### src/core/wdt_consts.vh
// Constants for the watchdog timer unit: register map, fields, resets, codes
`ifndef WDT_CONSTS_VH
`define WDT_CONSTS_VH

// ****************************************
// Register byte offsets
// ****************************************
`define WDT_OFF_SELECT 12'h000
`define WDT_OFF_CONTROL 12'h004
`define WDT_OFF_STATUS 12'h008
`define WDT_OFF_IRQ_STATUS 12'h00c
`define WDT_OFF_IRQ_ENABLE 12'h010
`define WDT_OFF_IRQ_CLEAR 12'h014
`define WDT_OFF_CONFIG 12'h018

// ****************************************
// Field positions and widths
// ****************************************
`define WDT_SEL_LSB 0
`define WDT_SEL_MSB 2
`define WDT_EN_LSB 0
`define WDT_EN_MSB 3
`define WDT_ST_TIMEOUT 0
`define WDT_ST_POWERDOWN 1
`define WDT_ST_RUNNING 2
`define WDT_IRQ_TIMEOUT 0
`define WDT_IRQ_WAKE 1
`define WDT_IRQ_RESETREQ 2
`define WDT_IRQ_WIDTH 3

// ****************************************
// Reset values and codes
// ****************************************
`define WDT_SEL_RESET 3'h7
`define WDT_EN_OFF_CODE 4'ha
`define WDT_EN_RECOMMENDED 4'h5
`define WDT_SRC_INTOSC 2'h0
`define WDT_SRC_RTC 2'h1
`define WDT_SRC_SYSDIV4 2'h2

// ****************************************
// Timing counts
// ****************************************
`define WDT_DIV_WIDTH 8
`define WDT_PRE_WIDTH 7

`endif

### src/core/wdt_unit.v
// Watchdog timer unit with APB register access and interrupt status
`timescale 1ns/1ps
`include "wdt_consts.vh"

// Behaviour
// Watchdog runs if the fixed option or the register enable code enables it.
// Only enable code 1010B disables; any other written value enables.
// Enable code loads its disabling value at power-up.
// Software should write 0101B to enable, for best protection.
// With watchdog off, every kick instruction is a no-operation.
// Clock source fixed by option: internal osc, RTC osc or system clock/4.
// With system clock/4 selected, counting stops during power-down.
// Selected clock divides by 256 in 8 bits, then a 7-bit prescaler.
// Prescale select at bits 0 to 2; all set gives 1:128.
// Select value n up to 6 gives ratio 2 to the power n+1.
// Normal time-out requests a full device reset and sets time-out flag.
// Power-down time-out wakes device, sets flag, resets only PC and SP.
// A low external reset pin clears the watchdog count.
// The halt instruction clears the watchdog count.
// Single scheme: one single kick instruction clears the count.
// Dual scheme: the two distinct kicks must alternate to clear.
// Every clear returns both divider and prescaler to zero.
// On power-down entry clear, then keep counting on osc or RTC source.
// Halt sets power-down flag and clears time-out flag.
module wdt_unit (
  mclk,
  rst,
  clkEn,
  pselIn,
  penableIn,
  pwriteIn,
  paddrIn,
  pwdataIn,
  prdata,
  pready,
  pslverr,
  optEnable,
  optSource,
  optDualKick,
  intOscClk,
  rtcOscClk,
  resetPinN,
  singleKickInstr,
  firstHalfKickInstr,
  secondHalfKickInstr,
  haltInstr,
  instrTick,
  deviceResetReq,
  pcSpResetReq,
  wakeReq,
  irq
);
  input wire mclk;
  input wire rst;
  input wire clkEn;
  input wire pselIn;
  input wire penableIn;
  input wire pwriteIn;
  input wire [11:0] paddrIn;
  input wire [31:0] pwdataIn;
  output reg [31:0] prdata;
  output reg pready;
  output reg pslverr;
  input wire optEnable;
  input wire [1:0] optSource;
  input wire optDualKick;
  input wire intOscClk;
  input wire rtcOscClk;
  input wire resetPinN;
  input wire singleKickInstr;
  input wire firstHalfKickInstr;
  input wire secondHalfKickInstr;
  input wire haltInstr;
  input wire instrTick;
  output reg deviceResetReq;
  output reg pcSpResetReq;
  output reg wakeReq;
  output reg irq;

  // ****************************************
  // Functions
  // ****************************************
  // Prescaler terminal value for a select code: ratio 2^(n+1), so mask of n+1 ones.
  // The prescaler holds only 7 bits, so code 7 stays at 1:128 like code 6; a plain
  // shift would wrap there and collapse the period to its shortest.
  function [6:0] preLimit;
    input [2:0] sel;
    begin
      case (sel)
        3'h0: preLimit = 7'h01;
        3'h1: preLimit = 7'h03;
        3'h2: preLimit = 7'h07;
        3'h3: preLimit = 7'h0f;
        3'h4: preLimit = 7'h1f;
        3'h5: preLimit = 7'h3f;
        3'h6: preLimit = 7'h7f;
        default: preLimit = 7'h7f;
      endcase
    end
  endfunction

  // Rising edge of a synchronised slow clock against its previous sample
  function riseOf;
    input cur;
    input prev;
    begin
      riseOf = cur & ~prev;
    end
  endfunction

  // Register hit: a bus address matches one register's byte offset
  function regHit;
    input [11:0] addr;
    input [11:0] off;
    begin
      regHit = (addr == off);
    end
  endfunction

  // ****************************************
  // Synchronisers for pins and foreign clocks
  // ****************************************
  reg [1:0] oscSync1_q;
  reg [1:0] oscSync2_q;
  reg [1:0] oscPrev_q;
  reg resetPinSync1_q;
  reg resetPinSync2_q;

  // Edge history is kept behind the second flop, so nothing reads a metastable stage
  // Two flops per asynchronous input; the first flop feeds only the second
  always @(posedge mclk or posedge rst) begin
    if (rst) begin
      oscSync1_q <= 2'h0;
      oscSync2_q <= 2'h0;
      oscPrev_q <= 2'h0;
      resetPinSync1_q <= 1'h1;
      resetPinSync2_q <= 1'h1;
    end else if (clkEn) begin
      oscSync1_q <= {rtcOscClk, intOscClk};
      oscSync2_q <= oscSync1_q;
      oscPrev_q <= oscSync2_q;
      resetPinSync1_q <= resetPinN;
      resetPinSync2_q <= resetPinSync1_q;
    end
  end

  // ****************************************
  // Registers and state
  // ****************************************
  reg [2:0] selReg_q;
  reg [3:0] enCode_q;
  reg timeoutFlag_q;
  reg powerdownFlag_q;
  reg [2:0] irqStatus_q;
  reg [2:0] irqEnable_q;
  reg [7:0] divCount_q;
  reg [6:0] preCount_q;
  reg lastKickSecond_q;
  reg lastKickValid_q;

  wire wdtOn;
  wire wdtTick;
  wire kickClear;
  wire anyClear;
  wire timeout;
  wire apbWrite;
  wire apbRead;
  wire validAddr;
  wire oscRise;
  wire rtcRise;
  wire wrSelect;
  wire wrControl;
  wire wrIrqEnable;
  wire wrIrqClear;
  wire [2:0] irqEvents;

  // Either enable source turns the watchdog on; only code 1010B is off
  assign wdtOn = optEnable | (enCode_q != `WDT_EN_OFF_CODE);

  // Edge detect on each slow source after its synchroniser
  assign oscRise = riseOf(oscSync2_q[0], oscPrev_q[0]);
  assign rtcRise = riseOf(oscSync2_q[1], oscPrev_q[1]);

  // Source pick; system clock/4 is the instruction tick, halted in power-down
  assign wdtTick = (optSource == `WDT_SRC_INTOSC) ? oscRise :
                   (optSource == `WDT_SRC_RTC) ? rtcRise :
                   (instrTick & ~powerdownFlag_q);

  // Kick decoding: single scheme or alternating dual scheme, no-op when off
  assign kickClear = wdtOn & (optDualKick ?
    ((firstHalfKickInstr & lastKickValid_q & lastKickSecond_q) |
     (secondHalfKickInstr & lastKickValid_q & ~lastKickSecond_q)) :
    singleKickInstr);

  // All clear causes restart the full period
  assign anyClear = kickClear | haltInstr | ~resetPinSync2_q;

  assign timeout = wdtOn & wdtTick & (divCount_q == 8'hff) &
                   (preCount_q == preLimit(selReg_q));

  assign apbWrite = pselIn & penableIn & pwriteIn & ~pready;
  assign apbRead = pselIn & penableIn & ~pwriteIn & ~pready;
  assign validAddr = (paddrIn == `WDT_OFF_SELECT) | (paddrIn == `WDT_OFF_CONTROL) |
                     (paddrIn == `WDT_OFF_STATUS) | (paddrIn == `WDT_OFF_IRQ_STATUS) |
                     (paddrIn == `WDT_OFF_IRQ_ENABLE) | (paddrIn == `WDT_OFF_IRQ_CLEAR) |
                     (paddrIn == `WDT_OFF_CONFIG);

  // Write strobes per register, taken on the first access edge only
  assign wrSelect = apbWrite & regHit(paddrIn, `WDT_OFF_SELECT);
  assign wrControl = apbWrite & regHit(paddrIn, `WDT_OFF_CONTROL);
  assign wrIrqEnable = apbWrite & regHit(paddrIn, `WDT_OFF_IRQ_ENABLE);
  assign wrIrqClear = apbWrite & regHit(paddrIn, `WDT_OFF_IRQ_CLEAR);

  // Sticky sources {device reset request, wake, any time-out}
  assign irqEvents = {timeout & ~powerdownFlag_q, timeout & powerdownFlag_q, timeout};

  // ****************************************
  // Count path
  // ****************************************
  // Divide by 256 then by the prescaler; clears win over counting
  always @(posedge mclk or posedge rst) begin
    if (rst) begin
      divCount_q <= 8'h00;
      preCount_q <= 7'h00;
    end else if (clkEn) begin
      if (anyClear || !wdtOn || timeout) begin
        divCount_q <= 8'h00;
        preCount_q <= 7'h00;
      end else if (wdtTick) begin
        divCount_q <= divCount_q + 8'h01;
        if (divCount_q == 8'hff) begin
          preCount_q <= preCount_q + 7'h01;
        end
      end
    end
  end

  // Dual-kick history: only the opposite half may clear next
  always @(posedge mclk or posedge rst) begin
    if (rst) begin
      lastKickValid_q <= 1'b0;
      lastKickSecond_q <= 1'b0;
    end else if (clkEn && wdtOn && optDualKick) begin
      if (firstHalfKickInstr) begin
        lastKickValid_q <= 1'b1;
        lastKickSecond_q <= 1'b0;
      end else if (secondHalfKickInstr) begin
        lastKickValid_q <= 1'b1;
        lastKickSecond_q <= 1'b1;
      end
    end
  end

  // ****************************************
  // Status flags and outcome pulses
  // ****************************************
  // Time-out set wins over the halt clear in the same cycle
  always @(posedge mclk or posedge rst) begin
    if (rst) begin
      timeoutFlag_q <= 1'b0;
      powerdownFlag_q <= 1'b0;
      deviceResetReq <= 1'b0;
      pcSpResetReq <= 1'b0;
      wakeReq <= 1'b0;
    end else if (clkEn) begin
      deviceResetReq <= timeout & ~powerdownFlag_q;
      pcSpResetReq <= timeout & powerdownFlag_q;
      wakeReq <= timeout & powerdownFlag_q;
      if (timeout) begin
        timeoutFlag_q <= 1'b1;
      end else if (haltInstr) begin
        timeoutFlag_q <= 1'b0;
      end
      if (haltInstr) begin
        powerdownFlag_q <= 1'b1;
      end else if (kickClear || (timeout && powerdownFlag_q)) begin
        powerdownFlag_q <= 1'b0; // Wake ends power-down; kicks clear the flag
      end
    end
  end

  // ****************************************
  // APB slave and interrupt logic
  // ****************************************
  // Writable registers; a write to an unmapped or read-only offset changes nothing
  always @(posedge mclk or posedge rst) begin
    if (rst) begin
      selReg_q <= `WDT_SEL_RESET;
      enCode_q <= `WDT_EN_OFF_CODE;
      irqEnable_q <= 3'h0;
    end else if (clkEn) begin
      if (wrSelect) begin
        selReg_q <= pwdataIn[`WDT_SEL_MSB:`WDT_SEL_LSB];
      end
      if (wrControl) begin
        enCode_q <= pwdataIn[`WDT_EN_MSB:`WDT_EN_LSB];
      end
      if (wrIrqEnable) begin
        irqEnable_q <= pwdataIn[2:0];
      end
    end
  end

  // Sticky events: set wins over a clear written in the same cycle, so no
  // time-out is lost to a clear that races it
  always @(posedge mclk or posedge rst) begin
    if (rst) begin
      irqStatus_q <= 3'h0;
      irq <= 1'b0;
    end else if (clkEn) begin
      if (wrIrqClear) begin
        irqStatus_q <= (irqStatus_q & ~pwdataIn[2:0]) | irqEvents;
      end else begin
        irqStatus_q <= irqStatus_q | irqEvents;
      end
      irq <= |(irqStatus_q & irqEnable_q); // Level, one cycle behind the status
    end
  end

  // One wait state: pready pulses in the second access cycle
  always @(posedge mclk or posedge rst) begin
    if (rst) begin
      prdata <= 32'h0;
      pready <= 1'b0;
      pslverr <= 1'b0;
    end else if (clkEn) begin
      pready <= pselIn & penableIn & ~pready;
      pslverr <= pselIn & penableIn & ~pready & ~validAddr;
      prdata <= 32'h0;
      if (apbRead) begin
        case (paddrIn)
          `WDT_OFF_SELECT: prdata <= {29'h0, selReg_q};
          `WDT_OFF_CONTROL: prdata <= {28'h0, enCode_q};
          `WDT_OFF_STATUS: prdata <= {29'h0, wdtOn, powerdownFlag_q, timeoutFlag_q};
          `WDT_OFF_IRQ_STATUS: prdata <= {29'h0, irqStatus_q};
          `WDT_OFF_IRQ_ENABLE: prdata <= {29'h0, irqEnable_q};
          `WDT_OFF_CONFIG: prdata <= {28'h0, optDualKick, optSource, optEnable};
          default: prdata <= 32'h0;
        endcase
      end
    end
  end

endmodule

### config.mk
export PLATFORM = sky130hd
export DESIGN_NAME = wdt_unit
export DESIGN_NICKNAME = d
export VERILOG_FILES = /design/src/core/wdt_unit.v
export VERILOG_INCLUDE_DIRS = /design/src /design/src/core
export SDC_FILE = /design/constraint.sdc
export NUM_CORES = 1
export LEC_CHECK = 0
export ABC_AREA = 1
export BUFFER_PORTS_ARGS = -buffer_cell sky130_fd_sc_hd__buf_2
export CAP_MARGIN = 20
export CORE_ASPECT_RATIO = 0.6
export CORE_UTILIZATION = 30
export DETAILED_ROUTE_END_ITERATION = 10
export SLEW_MARGIN = 30
export SYNTH_ARGS = -nofsm -noshare
export SYNTH_HDL_FRONTEND = slang
export SYNTH_SLANG_ARGS = --single-unit
### constraint.sdc
create_clock -name mclk -period 3.75 [get_ports mclk]
set_clock_uncertainty 0.2 [all_clocks]
set_input_delay 1.125 -clock mclk [delete_from_list [all_inputs] [get_ports mclk]]
set_output_delay 1.125 -clock mclk [all_outputs]
set_load 0.05 [all_outputs]
==> summary.txt, run 1 <==
Outcome
  – Outcome: finished, final reports clean

Die
  – Core footprint: 10100 sq um
  – Total number of placement rows: 28
  – Width of the die: 135 microns
  – IO Count: 100
  – Total Die Area: 11100 sq um
  – Starting Density: 0.317
  – Height of the chip: 82.1 microns

Routing
  – Iteration-0 DRC Markers: 224
  – Detailed-route wire length: 7270 microns
  – Vias per inst: 4.44
  – Total via count after detailed routing: 2658
  – Pre-antenna DRT Iters: 5
  – Routed wirelength normalized by instance count: 12.1 microns
  – Drt drc: 0
  – Count of antenna-violating nets left after detailed routing: 0

Critical path
  – WP data arrival: 2.59 ns
  – Slowest stage cell on the critical path: sky130_fd_sc_hd__buf_2
  – Endpoint type of the worst setup path: register
  – Required arrival time at the worst endpoint: 3.72 ns
  – Worst setup path class: in -> reg
  – Peak fanout along the critical path: 17
  – Worst setup SP type: primary input
  – Worst path max stage delay: 0.28 ns
  – CP cell instances: buf_2, inv_2, nor2_2, nand3_2, nor2_4, nand4_1, o21ai_0, nand2_1
  – Number of cells traversed by the worst register-to-register path: 12

Synth
  – Cell variety after synth: 39
  – Post-Synthesis Cells: 420
  – Register area share after synthesis: 0.385
  – Leading post-synthesis cells by instance count: sky130_fd_sc_hd__nand2_1, sky130_fd_sc_hd__inv_1, sky130_fd_sc_hd__dfrtp_1, sky130_fd_sc_hd__o21ai_0, sky130_fd_sc_hd__nand3_1
  – Top cell type by total area after synthesis: sky130_fd_sc_hd__dfrtp_1
  – Number of synthesized register bits: 49
  – Average cell area after synthesis: 7.64 sq um
  – Leading cell type by number of instances after synthesis: sky130_fd_sc_hd__nand2_1
  – Main synth FF type: sky130_fd_sc_hd__dfrtp_1
  – Yosys synthesis warning count: 0
  – Cell area after technology mapping: 3210 sq um
  – Count of flip-flops with a built-in enable after synthesis: 0
  – Share of synthesized registers carrying an async set or reset: 1.00
  – Area contributors post-synth: sky130_fd_sc_hd__dfrtp_1, sky130_fd_sc_hd__nand2_1, sky130_fd_sc_hd__buf_4, sky130_fd_sc_hd__o21ai_0, sky130_fd_sc_hd__inv_1
  – Yosys top cell area share: 0.328

GRT
  – Initial antenna violation count: 0
  – Wire length of the first global-routing pass: 11900 microns
  – Number of global-route vias before repair: 2389
  – Pin count of the biggest net entering global routing: 34
  – Global router's overall resource usage: 0.141
  – Overflow left after global routing: 0

Clock tree
  – Total number of clock tree sinks: 49
  – Clk Latency, worst-skew pair: 0.29 ns
  – CTS Root Buffer Type: sky130_fd_sc_hd__clkbuf_16
  – Number of H-tree levels: 2
  – CTS clock-pin slew for the worst setup and hold paths: 0.07 ns
  – Post-CTS Setup Bufs: 0
  – Cts bufs inserted: 5
  – Number of instances resized during post-cts repair: 0
  – TritonCTS clock tree: built
  – Total of hold buffers inserted after clock tree synthesis: 0
  – Clock Tree Buf Depth: 2

Finish
  – Diode count: 0
  – Nets@finish: 530
  – Fraction of layout cells with a size suffix above 1: 0.194
  – Layout overhead on the synthesized area: 11.6%
  – Count of fill cells added during filler insertion: 1085
  – Final cell area excluding filler cells: 3580 sq um
  – Final instance count without filler cells: 599

STA
  – Final cycle utilization of the critical path: 0.698
  – Fin. max-slew vios: 0
  – Final number of hold-violating endpoints: 0
  – Final hold slack: 0.258 ns
  – Final critical delay including setup and external delays: 2.62 ns
  – Setup repair after global routing missed its margin: false
  – Maximum clock frequency: 0.382 GHz
  – # setup viols final: 0
  – Post-route worst setup slack: 1.13 ns
  – Final TNS setup: 0 ns

Placed design
  – Final Wtd Congestion: 0.930
  – Placed cell count: 591
  – Number of I/O port buffers: 43
  – Minimum setup slack after placement: 0.846 ns
  – Half-perimeter wire length after placement: 5590 microns
  – Placed Instance Area: 3440 sq um

Power
  – Static Leakage: 1.83 nW
  – Worst IR drop on VDD: 194 uV
  – PD cells: 332 nW/um^2

Hold path
  – Path type of the worst min-delay path: reg -> reg
  – Number of cells on the worst hold path: 2

Job
  – Max-cap violations: 0
==> cells by family after synthesis <==
family / Yosys count / synth area share
multiplexers: 1 / 0.00468
other: 1 / 0.00117
buffers and inverters: 89 / 0.145
flip-flops: 49 / 0.385
AO/OA/AOI/OAI: 53 / 0.0854
AND/OR/NAND/NOR: 211 / 0.329
adder cells (fa/ha/maj): 5 / 0.0195
XOR/XNOR: 11 / 0.0300
==> critical path, delay by kind of cell <==
| kind | cells | cell delay, ns |
|---|---|---|
| AO/OA/AOI/OAI | 1 | 0.26 |
| AND/OR/NAND/NOR | 5 | 0.71 |
| buffers and inverters | 2 | 0.50 |
==> state kept, by name, indices dropped and copies added (netlist names), 2 cells and up <==
name / count
oscSync2_q: 2
irqEnable_q: 3
selReg_q: 3
oscPrev_q: 2
preCount_q: 7
enCode_q: 4
prdata: 4
oscSync1_q: 2
irqStatus_q: 3
divCount_q: 8
==> cells in the final DEF (no fill, tap or decap), types with 2 or more instances in the layout <==
cell type,count
sky130_fd_sc_hd__a21oi_1,3
sky130_fd_sc_hd__buf_2,43
sky130_fd_sc_hd__clkbuf_16,5
sky130_fd_sc_hd__clkinv_2,2
sky130_fd_sc_hd__conb_1,28
sky130_fd_sc_hd__dfrtp_1,42
sky130_fd_sc_hd__dfstp_2,7
sky130_fd_sc_hd__ha_1,5
sky130_fd_sc_hd__inv_1,51
sky130_fd_sc_hd__inv_2,2
sky130_fd_sc_hd__nand2_1,107
sky130_fd_sc_hd__nand2_2,2
sky130_fd_sc_hd__nand3_1,36
sky130_fd_sc_hd__nand3_2,5
sky130_fd_sc_hd__nand4_1,9
sky130_fd_sc_hd__nor2_1,28
sky130_fd_sc_hd__nor2_2,6
sky130_fd_sc_hd__nor2_4,7
sky130_fd_sc_hd__nor3_1,2
sky130_fd_sc_hd__o21ai_0,39
sky130_fd_sc_hd__o21ai_1,7
sky130_fd_sc_hd__xnor2_1,3
sky130_fd_sc_hd__xor2_1,8
==> power breakdown <==
group	internal (mW)	switching, mW	total (mW)
registers	0.547	0.0109	0.558
logic	0.0379	0.149	0.187
clock network	0.246	0.196	0.442
==> final timing paths <==
path                                  from              end  slack, ns
min                        lastKickValid_q  lastKickValid_q       0.26
max reg2reg                    selReg_q[1]    preCount_q[6]       1.53
min in group asynchronous              rst    oscSync1_q[1]       0.59
min reg2reg                lastKickValid_q  lastKickValid_q       0.26
max                                  clkEn   irqStatus_q[2]       1.13
max in group asynchronous              rst      enCode_q[3]       1.96
==> routing by layer <==
layer | GRT usage | part of all wire | vias to the layer above | wire (microns)
met5 | 0 | 0 | - | 0
met4 | 0.0303 | 0.0063 | 0 | 46
met1 | 0.210 | 0.54 | 1217 | 3950
met3 | 0.0451 | 0.066 | 5 | 482
met2 | 0.192 | 0.38 | 73 | 2790
li1 | - | - | 1363 | -
==> area by class of cell <==
class                   instances  area (sq um)  area share
flip-flops and latches         49          1230       0.345
multi-input cells             309          1610       0.449
inverters                      54           205      0.0573
clock inverters                 2          10.0     0.00280
repair buffers                 44           223      0.0622
well taps                     135           169      0.0472
clock buffers                   6           129      0.0360
==> through the flow <==
| stage | util | total power [mW] |
|---|---|---|
| global placement | 0.340 | 0.751 |
| floorplan | - | 0.736 |
| global route | 0.353 | 1.25 |
| finish | 0.353 | 1.19 |
| CTS | 0.353 | 1.20 |
| detailed placement | 0.340 | 0.755 |
Power figures use the tool's default switching activity.
==> run 2: changes to the inputs <==
- ABC_AREA: 1 -> 0
- clock period: 3.75 -> 2.2 ns (I/O delays scaled with it)
==> run 2 against run 1 <==
Against the previous run: the run now ends with negative setup slack left; combinational power is 130% higher; critical path depth is 2 higher; critical endpoint is now preCount_q[4]; power is 87% higher; register-to-register slack worse by 1.9 ns; synthesized cell count is 31% lower; largest power group unchanged; cell area is 10% higher; sequential power is 72% higher; clock power is 89% higher; via count is 11% lower; clock-buffer cell count stayed put.
==> summary.txt, run 2 <==
GRT
  – GR met2 Demand/Resource: 0.210
  – Met1 track utilization from global routing: 0.235
  – Overflow left after global routing: 0
  – Number of global-route vias before repair: 2326
  – Global route hottest layer: met1
  – Met3 Use GR: 0.0386
  – Pin count of the biggest net entering global routing: 38
  – Global router's overall resource usage: 0.154
  – Initial antenna violation count: 0
  – Wire length of the first global-routing pass: 11800 microns

Routing
  – Routed wirelength normalized by instance count: 14.2 microns
  – Pre-antenna DRT Iters: 4
  – Count of antenna-violating nets left after detailed routing: 0
  – Detailed-route wire length: 7270 microns
  – Drt drc: 0
  – Total via count after detailed routing: 2370
  – Iteration-0 DRC Markers: 126
  – Vias per inst: 4.63

Finish
  – Flip-flop count of the largest register, all copies and words added: 8
  – Fraction of layout cells with a size suffix above 1: 0.479
  – Most common cell after layout, fill and taps aside: sky130_fd_sc_hd__buf_4
  – Layout overhead on the synthesized area: 37.5%
  – Diode count: 0
  – Final Core Density: 0.429
  – Commonest cells after routing, fill and taps aside: sky130_fd_sc_hd__buf_4, sky130_fd_sc_hd__dfrtp_1, sky130_fd_sc_hd__buf_2
  – Nets@finish: 448
  – Biggest registers after layout: divCount_q: 8 flops, preCount_q: 7 flops
  – Register name with the most flops: divCount_q
  – Final cell area excluding filler cells: 3950 sq um

Job
  – Max-cap violations: 0

Synth
  – Share of synthesized cell area in full adder, half adder and majority cells: 0.0218
  – Cell variety after synth: 51
  – Area contributors post-synth: sky130_fd_sc_hd__dfrtp_1, sky130_fd_sc_hd__mux2_2, sky130_fd_sc_hd__buf_4, sky130_fd_sc_hd__dfstp_2, sky130_fd_sc_hd__nand2_1
  – Leading cell type by number of instances after synthesis: sky130_fd_sc_hd__dfrtp_1
  – Complex-gate fraction of the synthesized area: 0.158
  – Yosys synthesis warning count: 0
  – Main synth FF type: sky130_fd_sc_hd__dfrtp_1
  – Cell area after technology mapping: 2880 sq um
  – Top cell type by total area after synthesis: sky130_fd_sc_hd__dfrtp_1
  – Simple-gate area share of the yosys netlist: 0.159
  – Dominant combinational cell family by area after synthesis: simple AND/OR/NAND/NOR gates
  – Yosys top cell area share: 0.366
  – Leading post-synthesis cells by instance count: sky130_fd_sc_hd__dfrtp_1, sky130_fd_sc_hd__buf_4, sky130_fd_sc_hd__nand2_1, sky130_fd_sc_hd__mux2_2, sky130_fd_sc_hd__inv_1
  – Xor-xnor portion of the synthesized cell area: 0.00305
  – Post-Synthesis Cells: 288
  – Register area share after synthesis: 0.430
  – Average cell area after synthesis: 9.98 sq um
  – Count of flip-flops with a built-in enable after synthesis: 0
  – Number of synthesized register bits: 49
  – Mux contribution to synthesized area: 0.112
  – Share of synthesized registers carrying an async set or reset: 1.00

Critical path
  – R2R Path Start: selReg_q[2]
  – Worst reg-to-reg setup slack: -0.33 ns
  – Worst setup SP type: register
  – Worst setup path class: reg -> reg
  – CP cell instances: inv_2, ha_4, or3_4, a211oi_2, o21ai_2, o31ai_4, a21oi_4, buf_12, a21o_1, a22o_1
  – Slowest stage cell on the critical path: sky130_fd_sc_hd__dfstp_2
  – Endpoint type of the worst setup path: register
  – Required arrival time at the worst endpoint: 2.19 ns
  – Worst Setup EP: preCount_q[4]
  – Destination of the worst register-to-register timing path: preCount_q[4]
  – Launch point of the critical path: selReg_q[2]
  – WP data arrival: 2.52 ns
  – Number of cells traversed by the worst register-to-register path: 10
  – Peak fanout along the critical path: 6
  – Worst path max stage delay: 0.56 ns

Placed design
  – Placed Instance Area: 3560 sq um
  – Number of I/O port buffers: 43
  – Final Wtd Congestion: 0.838
  – Half-perimeter wire length after placement: 5350 microns

Die
  – Core footprint: 9220 sq um
  – IO Count: 100
  – Starting Density: 0.312
  – Height of the chip: 77.8 microns
  – Total Die Area: 9990 sq um
  – Total number of placement rows: 27
  – Width of the die: 128 microns

STA
  – Final number of hold-violating endpoints: 0
  – Final cycle utilization of the critical path: 1.15
  – # setup viols final: 32
  – Final critical delay including setup and external delays: 2.53 ns
  – Fin. max-slew vios: 0
  – Post-route worst setup slack: -0.334 ns
  – Final TNS setup: -5.99 ns
  – Maximum clock frequency: 0.395 GHz
  – Setup repair after global routing missed its margin: true

Power
  – Worst IR drop on VDD: 330 uV
  – Static Leakage: 1.86 nW
  – PD cells: 562 nW/um^2

Clock tree
  – CTS clock-pin slew for the worst setup and hold paths: 0.07 ns
  – TritonCTS clock tree: built
  – Clock Tree Buf Depth: 2
  – Total number of clock tree sinks: 49
  – Clk Latency, worst-skew pair: 0.30 ns
  – CTS Root Buffer Type: sky130_fd_sc_hd__clkbuf_16
  – Cts bufs inserted: 5
  – Number of H-tree levels: 2
  – Total of hold buffers inserted after clock tree synthesis: 0

Outcome
  – Violations in the final reports: negative setup slack
  – Outcome: finished, violations left

Hold path
  – Path type of the worst min-delay path: in -> async
## run 2: worst min path at each step
stage	to	slack, ns
floorplan	timeoutFlag_q	0.24
global placement	lastKickValid_q	0.27
detailed placement	lastKickValid_q	0.27
CTS	divCount_q[4]	0.11
global route	divCount_q[4]	0.13
finish	divCount_q[4]	0.1
## run 2: worst max-delay path: cells and delay by family (launching register included)
family	cells	cell delay (ns)
buf+inv	2	0.20
flops	1	0.56
compound gates	6	0.88
simple gates	1	0.33
fa+ha+maj	1	0.25
## run 2: layout make-up
type                            instances  area [sq um]
Fill cell                             890          5270
Multi-Input combinational cell        209          1650
Sequential cell                        49          1230
Clock inverter                          2          17.5
Inverter                               20          77.6
Timing Repair Buffer                   96           669
Clock buffer                            6           139
Tap cell                              130           163
## run 2: cells by family after synthesis
logic type	after synthesis
simple gates	84
compound gates	64
buf+inv	57
flops	49
mux	27
fa+ha+maj	5
other cells	1
xor+xnor	1
## run 2: per-layer routing
metal,share of wire,vias to the layer above
met1,0.53,1155
met3,0.049,10
met2,0.41,44
li1,-,1161
met5,0,-
met4,0.012,0
## run 2: power by group
part / total [mW] / leakage (nW) / internal, mW / switching, mW
registers: 0.962 / 0.632 / 0.941 / 0.0209
logic: 0.424 / 1.15 / 0.153 / 0.271
clock network: 0.836 / 0.0775 / 0.460 / 0.376
## run 2: per-stage QoR
step	cells	worst slack, ns	hold WS [ns]	power (mW)
after floorplan	315	-0.315	0.241	1.28
after global placement	497	-0.545	0.270	1.37
after detailed placement	497	-0.564	0.270	1.38
after CTS	510	-0.323	0.110	2.24
after global routing	512	-0.409	0.127	2.31
final	512	-0.334	0.0966	2.22
## run 2: timing repair
action                                  CTS  global route
buffers inserted                          5             3
gates resized for setup                  31            19
endpoints found under the setup margin   28            32
endpoints found under the hold margin     0             0
pin swaps                                19            12
